## src/pump_pkg.sv

```systemverilog
// Purpose: shared constants and carriers for the pump staging controller
// Assumes: up to six drives, speeds as unsigned 16-bit values
// Notes: percentages are whole numbers 0..100
package pump_pkg;

  localparam int N_PUMP = 6;
  localparam int CLK_HZ = 10_000_000;
  localparam int TICK_S = 1;
  localparam int TICK_CYCLES = CLK_HZ * TICK_S;

  localparam logic [1:0] SEL_ALT = 2'h2;
  localparam logic [1:0] POL_STOP = 2'h0;
  localparam logic [1:0] POL_TIMER = 2'h1;
  localparam logic [1:0] POL_BOTH = 2'h2;
  localparam logic [1:0] POL_DEFAULT = POL_BOTH;

  localparam logic [11:0] CHANGE_H_MIN = 12'h001;
  localparam logic [11:0] CHANGE_H_DEFAULT = 12'h032;
  localparam logic [2:0] KEEP_DEFAULT = 3'h0;
  localparam logic [6:0] UB_DEFAULT = 7'h0a;
  localparam logic [6:0] LB_DEFAULT = 7'h0a;
  localparam logic [6:0] TRANS_DEFAULT = 7'h3c;
  localparam logic [6:0] PCT_FULL = 7'h64;
  localparam logic [23:0] SEC_PER_HOUR = 24'h000e10;
  localparam logic [3:0] PICK_NONE = 4'hf;

  typedef enum logic [2:0] {ST_IDLE, ST_RUN, ST_SLOW, ST_SETTLE, ST_SWAP} stage_e;

  typedef struct packed {
    logic [1:0] pump_sel;
    logic [1:0] change_pol;
    logic [11:0] change_hours;
    logic [2:0] pumps_kept_during_swap;
    logic [2:0] n_drives;
    logic [6:0] upper_band;
    logic [6:0] lower_band;
    logic [6:0] upper_limit;
    logic [6:0] lower_limit;
    logic [9:0] start_delay;
    logic [9:0] stop_delay;
    logic [9:0] settle_start;
    logic [6:0] pre_add_master_speed_pct;
  } cfg_s;

  typedef struct packed {
    logic [15:0] min_speed;
    logic [15:0] max_speed;
    logic [15:0] master_speed;
  } speed_s;

  typedef struct packed {
    logic drive_run;
    logic power_up;
    logic stop;
    logic standby;
    logic trip;
    logic fb_used;
    logic [N_PUMP-1:0] pump_fault;
  } event_s;

  typedef struct packed {
    logic [N_PUMP-1:0] relay;
    logic [2:0] master;
    logic [15:0] speed_req;
    logic slow_req;
    logic pid_off;
    logic change_due;
  } stat_s;

endpackage

```

## src/run_meter.sv

```systemverilog
// Purpose: accumulated run time of one drive, in seconds
// Assumes: tick is a one-cycle pulse once per second
// Notes: clear wins over counting
`timescale 1ns/100ps
`default_nettype none
module run_meter (
  // clock and reset
  input wire logic mclk,
  input wire logic rst_n,
  input wire logic ce,
  // control
  input wire logic tick,
  input wire logic running,
  input wire logic clear,
  // result
  output logic [31:0] secs
);

  typedef struct packed {
    logic [31:0] secs;
  } meter_s;

  meter_s s_reg;
  meter_s s_next;

  always_comb begin
    s_next = s_reg;
    if (clear) begin
      s_next.secs = 32'h0;
    end else if (tick && running && s_reg.secs != 32'hffffffff) begin
      s_next.secs = s_reg.secs + 32'h1;
    end
  end

  always_ff @(posedge mclk or negedge rst_n) begin
    if (!rst_n) begin
      s_reg <= '0;
    end else if (ce) begin
      s_reg <= s_next;
    end
  end

  assign secs = s_reg.secs;

endmodule // run_meter
`default_nettype wire

```

## src/pump_stager.sv

```systemverilog
// Purpose: master rotation and additional pump staging for a pump group
// Assumes: settings, speeds and events synchronous to mclk
// Notes: run time kept in seconds per drive
//
// Notes on behaviour
// RULE1 - policy 0 stop, 1 timer, 2 both
// RULE2 - rotation only under alternating-master selection
// RULE3 - new master is lowest run-time drive
// RULE4 - stop policy: change only at events
// RULE5 - timer policy: drop pumps, swap, restart
// RULE6 - both policy: expiry marks due, event changes
// RULE7 - master feedback error forces immediate change
// RULE8 - rotation timer 1 to 3000 hours (code raises 0 to 1 but takes change_hours up to 4095)
// RULE9 - keep programmed pumps running during swap
// RULE10 - upper band adds pump after delay
// RULE11 - lower band stops pump after delay
// RULE12 - start delay must fully elapse
// RULE13 - stop delay before stopping top pump
// RULE14 - upper band limit adds pump at once
// RULE15 - lower band limit stops pump at once
// RULE16 - settle time after add, controller off
// RULE17 - slow master to transition speed first
// RULE18 - transition 100 percent skips adaption
// RULE19 - add pump with fewest run hours
// RULE20 - other selections keep a fixed master
// RULE21 - delays restart when speed leaves band
`timescale 1ns/100ps
`default_nettype none
module pump_stager #(
  parameter int TICK_CYCLES = pump_pkg::TICK_CYCLES
) (
  // clock and reset
  input wire logic mclk,
  input wire logic rst_n,
  input wire logic ce,
  // settings
  input wire pump_pkg::cfg_s cfg,
  // speeds
  input wire pump_pkg::speed_s spd,
  // drive events and pump feedback
  input wire pump_pkg::event_s ev,
  input wire logic [pump_pkg::N_PUMP-1:0] rt_clear,
  // status and relays
  output pump_pkg::stat_s stat,
  output logic [pump_pkg::N_PUMP-1:0][31:0] run_secs
);

  typedef struct packed {
    pump_pkg::stage_e st;
    logic [23:0] tick_cnt;
    logic [9:0] start_cnt;
    logic [9:0] stop_cnt;
    logic [9:0] settle_cnt;
    logic [23:0] rot_sec;
    logic due;
    logic [2:0] master;
    logic [pump_pkg::N_PUMP-1:0][2:0] stack;
    logic [2:0] depth;
    logic [2:0] restore;
    logic [2:0] pend;
    logic [pump_pkg::N_PUMP-1:0] relay;
    logic [15:0] speed_req;
    logic slow;
    logic pid_off;
  } state_s;

  state_s s_reg;
  state_s s_next;

  // -------------------------------------------------------------
  // helpers
  // -------------------------------------------------------------
  function automatic logic [15:0] scale(input logic [15:0] sp, input logic [6:0] p);
    logic [22:0] t;
    t = 23'(sp) * 23'(p);
    return 16'(t / 23'(pump_pkg::PCT_FULL));
  endfunction

  function automatic logic [3:0] pick_low(input logic [pump_pkg::N_PUMP-1:0] ok,
                                          input logic [pump_pkg::N_PUMP-1:0][31:0] rt);
    logic [3:0] b;
    logic [31:0] v;
    b = pump_pkg::PICK_NONE;
    v = 32'hffffffff;
    for (int i = 0; i < pump_pkg::N_PUMP; i++) begin
      if (ok[i] && (b == pump_pkg::PICK_NONE || rt[i] < v)) begin
        b = 4'(i);
        v = rt[i];
      end
    end
    return b;
  endfunction

  // -------------------------------------------------------------
  // run time per drive
  // -------------------------------------------------------------
  logic tick;
  logic [pump_pkg::N_PUMP-1:0] running;

  assign tick = (s_reg.tick_cnt == 24'(TICK_CYCLES - 1));

  genvar gi;
  generate
    for (gi = 0; gi < pump_pkg::N_PUMP; gi++) begin : g_meter
      assign running[gi] = s_reg.relay[gi] | (ev.drive_run && s_reg.master == 3'(gi));
      run_meter u_meter (
        .mclk(mclk),
        .rst_n(rst_n),
        .ce(ce),
        .tick(tick),
        .running(running[gi]),
        .clear(rt_clear[gi]),
        .secs(run_secs[gi])
      );
    end
  endgenerate

  // -------------------------------------------------------------
  // speed bands
  // -------------------------------------------------------------
  logic [15:0] span;
  logic in_up;
  logic lim_up;
  logic in_lo;
  logic lim_lo;
  logic [15:0] trans_spd;

  always_comb begin
    span = spd.max_speed - spd.min_speed;
    in_up = spd.master_speed >= spd.max_speed - scale(span, cfg.upper_band); // RULE10
    lim_up = cfg.upper_limit != 7'h0 &&
             spd.master_speed >= spd.max_speed - scale(span, cfg.upper_limit); // RULE14
    in_lo = spd.master_speed <= spd.min_speed + scale(span, cfg.lower_band); // RULE11
    lim_lo = cfg.lower_limit != 7'h0 &&
             spd.master_speed <= spd.min_speed + scale(span, cfg.lower_limit); // RULE15
    trans_spd = spd.min_speed + scale(span, cfg.pre_add_master_speed_pct); // RULE17
  end

  // -------------------------------------------------------------
  // availability and selection
  // -------------------------------------------------------------
  logic alt;
  logic [pump_pkg::N_PUMP-1:0] avail;
  logic [pump_pkg::N_PUMP-1:0] mmask;
  logic [3:0] add_pick;
  logic [3:0] master_pick;
  logic [3:0] fault_pick;
  logic [3:0] event_pick;
  logic [11:0] hours;
  logic [23:0] hours_sec;
  logic [2:0] keep;
  logic [2:0] keep_max;
  logic any_event;
  logic master_fault;

  always_comb begin
    alt = (cfg.pump_sel == pump_pkg::SEL_ALT); // RULE2 RULE20
    for (int i = 0; i < pump_pkg::N_PUMP; i++) begin
      avail[i] = (3'(i) < cfg.n_drives) && !(ev.fb_used && ev.pump_fault[i]);
    end
    mmask = 6'(6'h1 << s_reg.master);
    add_pick = pick_low(avail & ~s_reg.relay & ~mmask, run_secs); // RULE19
    master_pick = pick_low(avail & ~s_reg.relay, run_secs); // RULE3
    fault_pick = pick_low(avail & ~s_reg.relay & ~mmask, run_secs); // RULE3
    event_pick = pick_low(avail, run_secs); // RULE3
    hours = (cfg.change_hours < pump_pkg::CHANGE_H_MIN) ? pump_pkg::CHANGE_H_MIN : cfg.change_hours;
    hours_sec = 24'(hours * pump_pkg::SEC_PER_HOUR); // RULE8
    keep_max = (cfg.n_drives > 3'h2) ? cfg.n_drives - 3'h2 : 3'h0;
    keep = (cfg.pumps_kept_during_swap > keep_max) ? keep_max : cfg.pumps_kept_during_swap; // RULE9
    any_event = ev.power_up | ev.stop | ev.standby | ev.trip;
    master_fault = ev.fb_used && ev.pump_fault[s_reg.master];
  end

  // -------------------------------------------------------------
  // staging sequence
  // -------------------------------------------------------------
  logic start_go;
  logic stop_go;
  logic rot_hit;
  logic push;
  logic [2:0] push_idx;
  logic pop;
  logic [2:0] top;

  always_comb begin
    s_next = s_reg;
    push = 1'b0;
    push_idx = 3'h0;
    pop = 1'b0;
    top = s_reg.stack[s_reg.depth - 3'h1];
    s_next.tick_cnt = tick ? 24'h0 : s_reg.tick_cnt + 24'h1;

    // band delay timers
    if (!in_up) begin
      s_next.start_cnt = 10'h0; // RULE21
    end else if (tick && s_reg.start_cnt != 10'h3ff) begin
      s_next.start_cnt = s_reg.start_cnt + 10'h1;
    end
    if (!in_lo) begin
      s_next.stop_cnt = 10'h0; // RULE21
    end else if (tick && s_reg.stop_cnt != 10'h3ff) begin
      s_next.stop_cnt = s_reg.stop_cnt + 10'h1;
    end
    start_go = lim_up || (in_up && s_reg.start_cnt >= cfg.start_delay); // RULE12 RULE14
    stop_go = lim_lo || (in_lo && s_reg.stop_cnt >= cfg.stop_delay); // RULE13 RULE15

    // rotation timer
    if (alt && ev.drive_run && tick && s_reg.rot_sec != 24'hffffff) begin
      s_next.rot_sec = s_reg.rot_sec + 24'h1;
    end
    rot_hit = alt && s_reg.rot_sec >= hours_sec; // RULE8

    case (s_reg.st)
      pump_pkg::ST_IDLE: begin
        if (ev.drive_run) begin
          s_next.st = pump_pkg::ST_RUN;
        end
      end
      pump_pkg::ST_RUN: begin
        if (!ev.drive_run) begin
          s_next.st = pump_pkg::ST_IDLE;
        end else if (rot_hit && s_reg.rot_sec != 24'h0) begin
          s_next.rot_sec = 24'h0;
          if (cfg.change_pol == pump_pkg::POL_TIMER) begin
            s_next.st = pump_pkg::ST_SWAP; // RULE5
            s_next.restore = s_reg.depth;
          end else begin
            s_next.due = 1'b1; // RULE4 RULE6
          end
        end else if (s_reg.restore > s_reg.depth && add_pick != pump_pkg::PICK_NONE) begin
          push = 1'b1; // RULE5
          push_idx = add_pick[2:0];
        end else if (start_go && add_pick != pump_pkg::PICK_NONE) begin
          if (cfg.pre_add_master_speed_pct >= pump_pkg::PCT_FULL) begin
            push = 1'b1; // RULE18
            push_idx = add_pick[2:0];
          end else begin
            s_next.st = pump_pkg::ST_SLOW; // RULE17
            s_next.pend = add_pick[2:0];
            s_next.speed_req = trans_spd;
            s_next.slow = 1'b1;
          end
        end else if (stop_go && s_reg.depth != 3'h0) begin
          pop = 1'b1; // RULE11 RULE13
        end
      end
      pump_pkg::ST_SLOW: begin
        if (!ev.drive_run) begin
          s_next.st = pump_pkg::ST_IDLE;
          s_next.slow = 1'b0;
        end else if (spd.master_speed <= s_reg.speed_req) begin
          push = 1'b1; // RULE19
          push_idx = s_reg.pend;
          s_next.slow = 1'b0;
        end
      end
      pump_pkg::ST_SETTLE: begin
        if (s_reg.settle_cnt >= cfg.settle_start) begin
          s_next.st = pump_pkg::ST_RUN; // RULE16
          s_next.pid_off = 1'b0;
        end else if (tick) begin
          s_next.settle_cnt = s_reg.settle_cnt + 10'h1;
        end
      end
      pump_pkg::ST_SWAP: begin
        if (s_reg.depth > keep) begin
          pop = 1'b1; // RULE9
        end else begin
          if (master_pick != pump_pkg::PICK_NONE) begin
            s_next.master = master_pick[2:0]; // RULE5
          end
          s_next.st = pump_pkg::ST_RUN;
        end
      end
      default: begin
        s_next.st = pump_pkg::ST_IDLE;
      end
    endcase

    // relay stack, most recent on top
    if (push) begin
      s_next.stack[s_reg.depth] = push_idx;
      s_next.depth = s_reg.depth + 3'h1;
      s_next.relay[push_idx] = 1'b1;
      s_next.st = pump_pkg::ST_SETTLE; // RULE16
      s_next.settle_cnt = 10'h0;
      s_next.pid_off = 1'b1;
    end
    if (pop) begin
      s_next.relay[top] = 1'b0;
      s_next.depth = s_reg.depth - 3'h1;
    end
    if (s_next.restore <= s_next.depth && s_reg.st != pump_pkg::ST_SWAP) begin
      s_next.restore = 3'h0;
    end

    // power-up, stop, standby, trip
    if (any_event) begin
      s_next.relay = '0;
      s_next.depth = 3'h0;
      s_next.restore = 3'h0;
      s_next.slow = 1'b0;
      s_next.pid_off = 1'b0;
      s_next.st = pump_pkg::ST_IDLE;
      if (alt && s_reg.due) begin
        s_next.due = 1'b0; // RULE4 RULE6
        if (event_pick != pump_pkg::PICK_NONE) begin
          s_next.master = event_pick[2:0]; // RULE3
        end
      end
    end

    // due set by expiry wins over clear by event
    if (alt && rot_hit && s_reg.rot_sec != 24'h0 && s_reg.st == pump_pkg::ST_RUN &&
        ev.drive_run && cfg.change_pol != pump_pkg::POL_TIMER) begin
      s_next.due = 1'b1; // RULE1
    end

    // master feedback error
    if (alt && master_fault && fault_pick != pump_pkg::PICK_NONE) begin
      s_next.master = fault_pick[2:0]; // RULE7
      s_next.due = 1'b0;
      s_next.rot_sec = 24'h0;
    end

    // fixed master selections
    if (!alt) begin
      s_next.master = 3'h0; // RULE20
      s_next.due = 1'b0;
      s_next.rot_sec = 24'h0;
      s_next.restore = 3'h0;
    end
  end

  always_ff @(posedge mclk or negedge rst_n) begin
    if (!rst_n) begin
      s_reg <= '0;
    end else if (ce) begin
      s_reg <= s_next;
    end
  end

  // -------------------------------------------------------------
  // outputs
  // -------------------------------------------------------------
  assign stat = '{relay: s_reg.relay, master: s_reg.master, speed_req: s_reg.speed_req,
                  slow_req: s_reg.slow, pid_off: s_reg.pid_off, change_due: s_reg.due};

endmodule // pump_stager
`default_nettype wire

```

## config.mk

```make
export PLATFORM = sky130hd
export DESIGN_NAME = pump_stager
export DESIGN_NICKNAME = d
export VERILOG_FILES = /design/src/pump_pkg.sv /design/src/run_meter.sv /design/src/pump_stager.sv
export SDC_FILE = /design/constraint.sdc
export NUM_CORES = 2
export LEC_CHECK = 0
export BUFFER_PORTS_ARGS = -buffer_cell sky130_fd_sc_hd__buf_2
export CELL_PAD_IN_SITES_DETAIL_PLACEMENT = 1
export CELL_PAD_IN_SITES_GLOBAL_PLACEMENT = 2
export CORE_UTILIZATION = 40
export CTS_CLUSTER_DIAMETER = 150
export DETAILED_ROUTE_END_ITERATION = 10
export PLACE_DENSITY = 0.86
export SYNTH_ARGS = -nofsm -noshare
export SYNTH_HDL_FRONTEND = slang
export SYNTH_HIERARCHICAL = 1
export SYNTH_SLANG_ARGS = --single-unit
```

## constraint.sdc

```tcl
create_clock -name mclk -period 33 [get_ports mclk]
set_input_delay 0 -clock mclk [delete_from_list [all_inputs] [get_ports mclk]]
set_output_delay 0 -clock mclk [all_outputs]
set_load 0.05 [all_outputs]
```

==> flow_summary_export.csv <==
group,metric,value,unit
outcome,outcome,"complete, no violations",
place,dp_slack,6.37,ns
route,vias_per_cell,6.30,
clock_network,cts_made_buffers,41,
clock_network,clk_latency,0.61,ns
die,start_util,40.4,%
setup_path,crit_path_frequent_cell,"a21oi_1",
route,routed_wl,325,mm
sta,fin_skew,0.0290,ns
logic_synthesis,synth_top_family_by_area,"compound AO/OA/AOI/OAI gates",
sta,fmax,37.6,MHz
clock_network,cts_buffer_depth,3,
clock_network,ctsResizeCount,0,
setup_path,startpoint_type,"input pin",
route,firstDrtPassIters,6,
sta,fin_crit_sh,80.5,%
logic_synthesis,ys_async_sr_fraction,100,%
setup_path,critical_path_buf_inv_count,3,
setup_path,required,33.47,ns
clock_network,cts.sinks,328,
logic_synthesis,synth_edf_count,0,
sta,hold_violations,0,
sta,grt_setup_unrepaired,"no",
logic_synthesis,synth_ff_type,"dfrtp_1",
logic_synthesis,syn_nets,11859,
clock_network,cts_tree,"built",
setup_path,slowest_stage,"o22ai_1",
flow_run,cap_violations,0,
setup_path,cp.arrival,27.05,ns
logic_synthesis,ys_types,164,
logic_synthesis,ys_ff_latch,328,
final_layout,nets,12005,
logic_synthesis,ys_top_cells_by_area,"ha_1 (15%), dfrtp_1 (10%), fa_1 (9.1%), nand2_1 (4.1%), a21oi_1 (3.9%)",
setup_path,cp_max_fo,35,
grt,grt_pass1_vias,86340,
die,dieArea,204000,um^2
route,drt_iter0_drc,5232,
logic_synthesis,synth_top_area_share,15.0,%
place,port_buffers,375,
grt,overflow,0,
logic_synthesis,synth_mux_area_share,4.98,%
clock_network,cts_root_buf,"clkbuf_16",
setup_path,endpoint_kind,"register",
clock_network,htree_levels,2,
sta,worst_pin_slew,1.16,ns
logic_synthesis,synthAdderAreaFrac,24.3,%
logic_synthesis,ys_warn_count,6,
setup_path,rr_startpoint,"g_meter[0].u_meter/secs[1]$_DFFE_PN0P_",
grt,antenna_found_initial,28,
clock_network,holdBufCountCts,14,
logic_synthesis,syn_inst,10366,
route,routedWlPerCell,24.6,um
route,ant_nets,0,
sta,slew-limit-headroom,22.0,%
logic_synthesis,avgSynthCellArea,7.80,um^2
place,dp_hpwl,261,mm
sta,finalMaxSlewViolations,0,
die,die_w,452,um
setup_path,critPathTopFamily,"compound AO/OA/AOI/OAI gates",
logic_synthesis,synth_area,80800,um^2
final_layout,area_delta_synth_final,7.62,%
grt,grt_pass1_wl,505,mm
route,vias,83122,
route,drc_errors,0,
setup_path,critPathMaxStageDelay,0.90,ns
die,floorplan.rows,164,
die,core,200000,um^2
logic_synthesis,ys_top_cells_by_count,"ha_1 (971), nand2_1 (881), inv_1 (840), a21oi_1 (634), nor2_1 (579)",
grt,grt_usage,31.0,%
worst_hold_path,hold_path_class,"in2async",
logic_synthesis,synthSimpleGateAreaFrac,24.6,%
sta,hold-worst-slack,0.0258,ns
final_layout,drive_above_1_share,10.7,%
die,pin_count,376,
die,die_y,452,um
place,gp_congestion,0.953,
logic_synthesis,seq_area_frac_synth,10.2,%
sta,setup_viol,0,
logic_synthesis,synth-xor-area-share,3.66,%
sta,period_minus_slack,26.58,ns
final_layout,largest_register_ffs,192,
sta,layout_setup_ws,6.42,ns
setup_path,crit_start,"spd[32]",
logic_synthesis,synth_compound_area_share,25.9,%
clock_network,cts_setup_buffers,0,
logic_synthesis,yosysMostFrequentCell,"ha_1",
clock_network,clk_pin_slew,0.06,ns
setup_path,crit_type,"in2reg",
logic_synthesis,synth_area_leader_cell,"ha_1",
grt,grt_max_degree,89,
sta,setup_tns,0,ns
-- metal layers --
layer / vias up / wire (um) / track usage (%) / part of all wire (%)
li1: 38453 / - / - / -
met3: 788 / 13300 / 3.02 / 4.1
met1: 41664 / 130000 / 35.9 / 40
met2: 2189 / 159000 / 54.9 / 49
met4: 28 / 22400 / 18.6 / 6.9
met5: - / 172 / 0 / 0.053
-- cell usage in the layout, fill, tap and decap left out, types with 350 or more instances in the layout --
cell     instances
a21oi_1        631
and2_1         406
buf_2          373
fa_1           366
ha_1           971
inv_1          840
nand2_1        881
nand3_1        350
nor2_1         578
o21ai_0        539
-- kinds of logic after synthesis --
logic type	after synthesis
AND/OR/NAND/NOR	3761
AO/OA/AOI/OAI	2929
adder cells (fa/ha/maj)	1352
buffers and inverters	1292
multiplexers	376
XOR/XNOR	328
flip-flops	328
-- final timing paths --
kind,slack (ns),end,cells past startpoint
worst max register to register,14.17,stat[19]$_DFFE_PN0P_,91
worst min register to register,0.50,s_reg[113]$_DFFE_PN0P_,1
worst max-delay path,6.42,s_reg[29]$_DFFE_PN0P_,96
min in group mclk,0.04,s_reg[135]$_DFFE_PN0P_,3
max in group asynchronous,30.12,g_meter[4].u_meter/secs[7]$_DFFE_PN0P_,5
worst min-delay path,0.03,g_meter[1].u_meter/secs[29]$_DFFE_PN0P_,2
-- metrics by stage --
step	instance area (um^2)	instances	util (%)
global route	87000	13203	43.4
CTS	87000	13198	43.4
global placement	85500	13111	42.7
floorplan	80800	10366	-
detailed placement	85500	13111	42.7
finish	87000	13204	43.4
-- cell type report --
class / count / area, um^2
clock buffers: 54 / 1150
flip-flops and latches: 328 / 8210
diodes: 6 / 15.0
clock inverters: 19 / 235
multi-input cells: 8746 / 67700
inverters: 852 / 3200
fillers: 24739 / 113000
well taps: 2656 / 3320
repair buffers: 543 / 3190
Power is left out: the tool's default activity adds up to more than one toggle a clock period on the data nets, which glitch-free logic cannot reach.
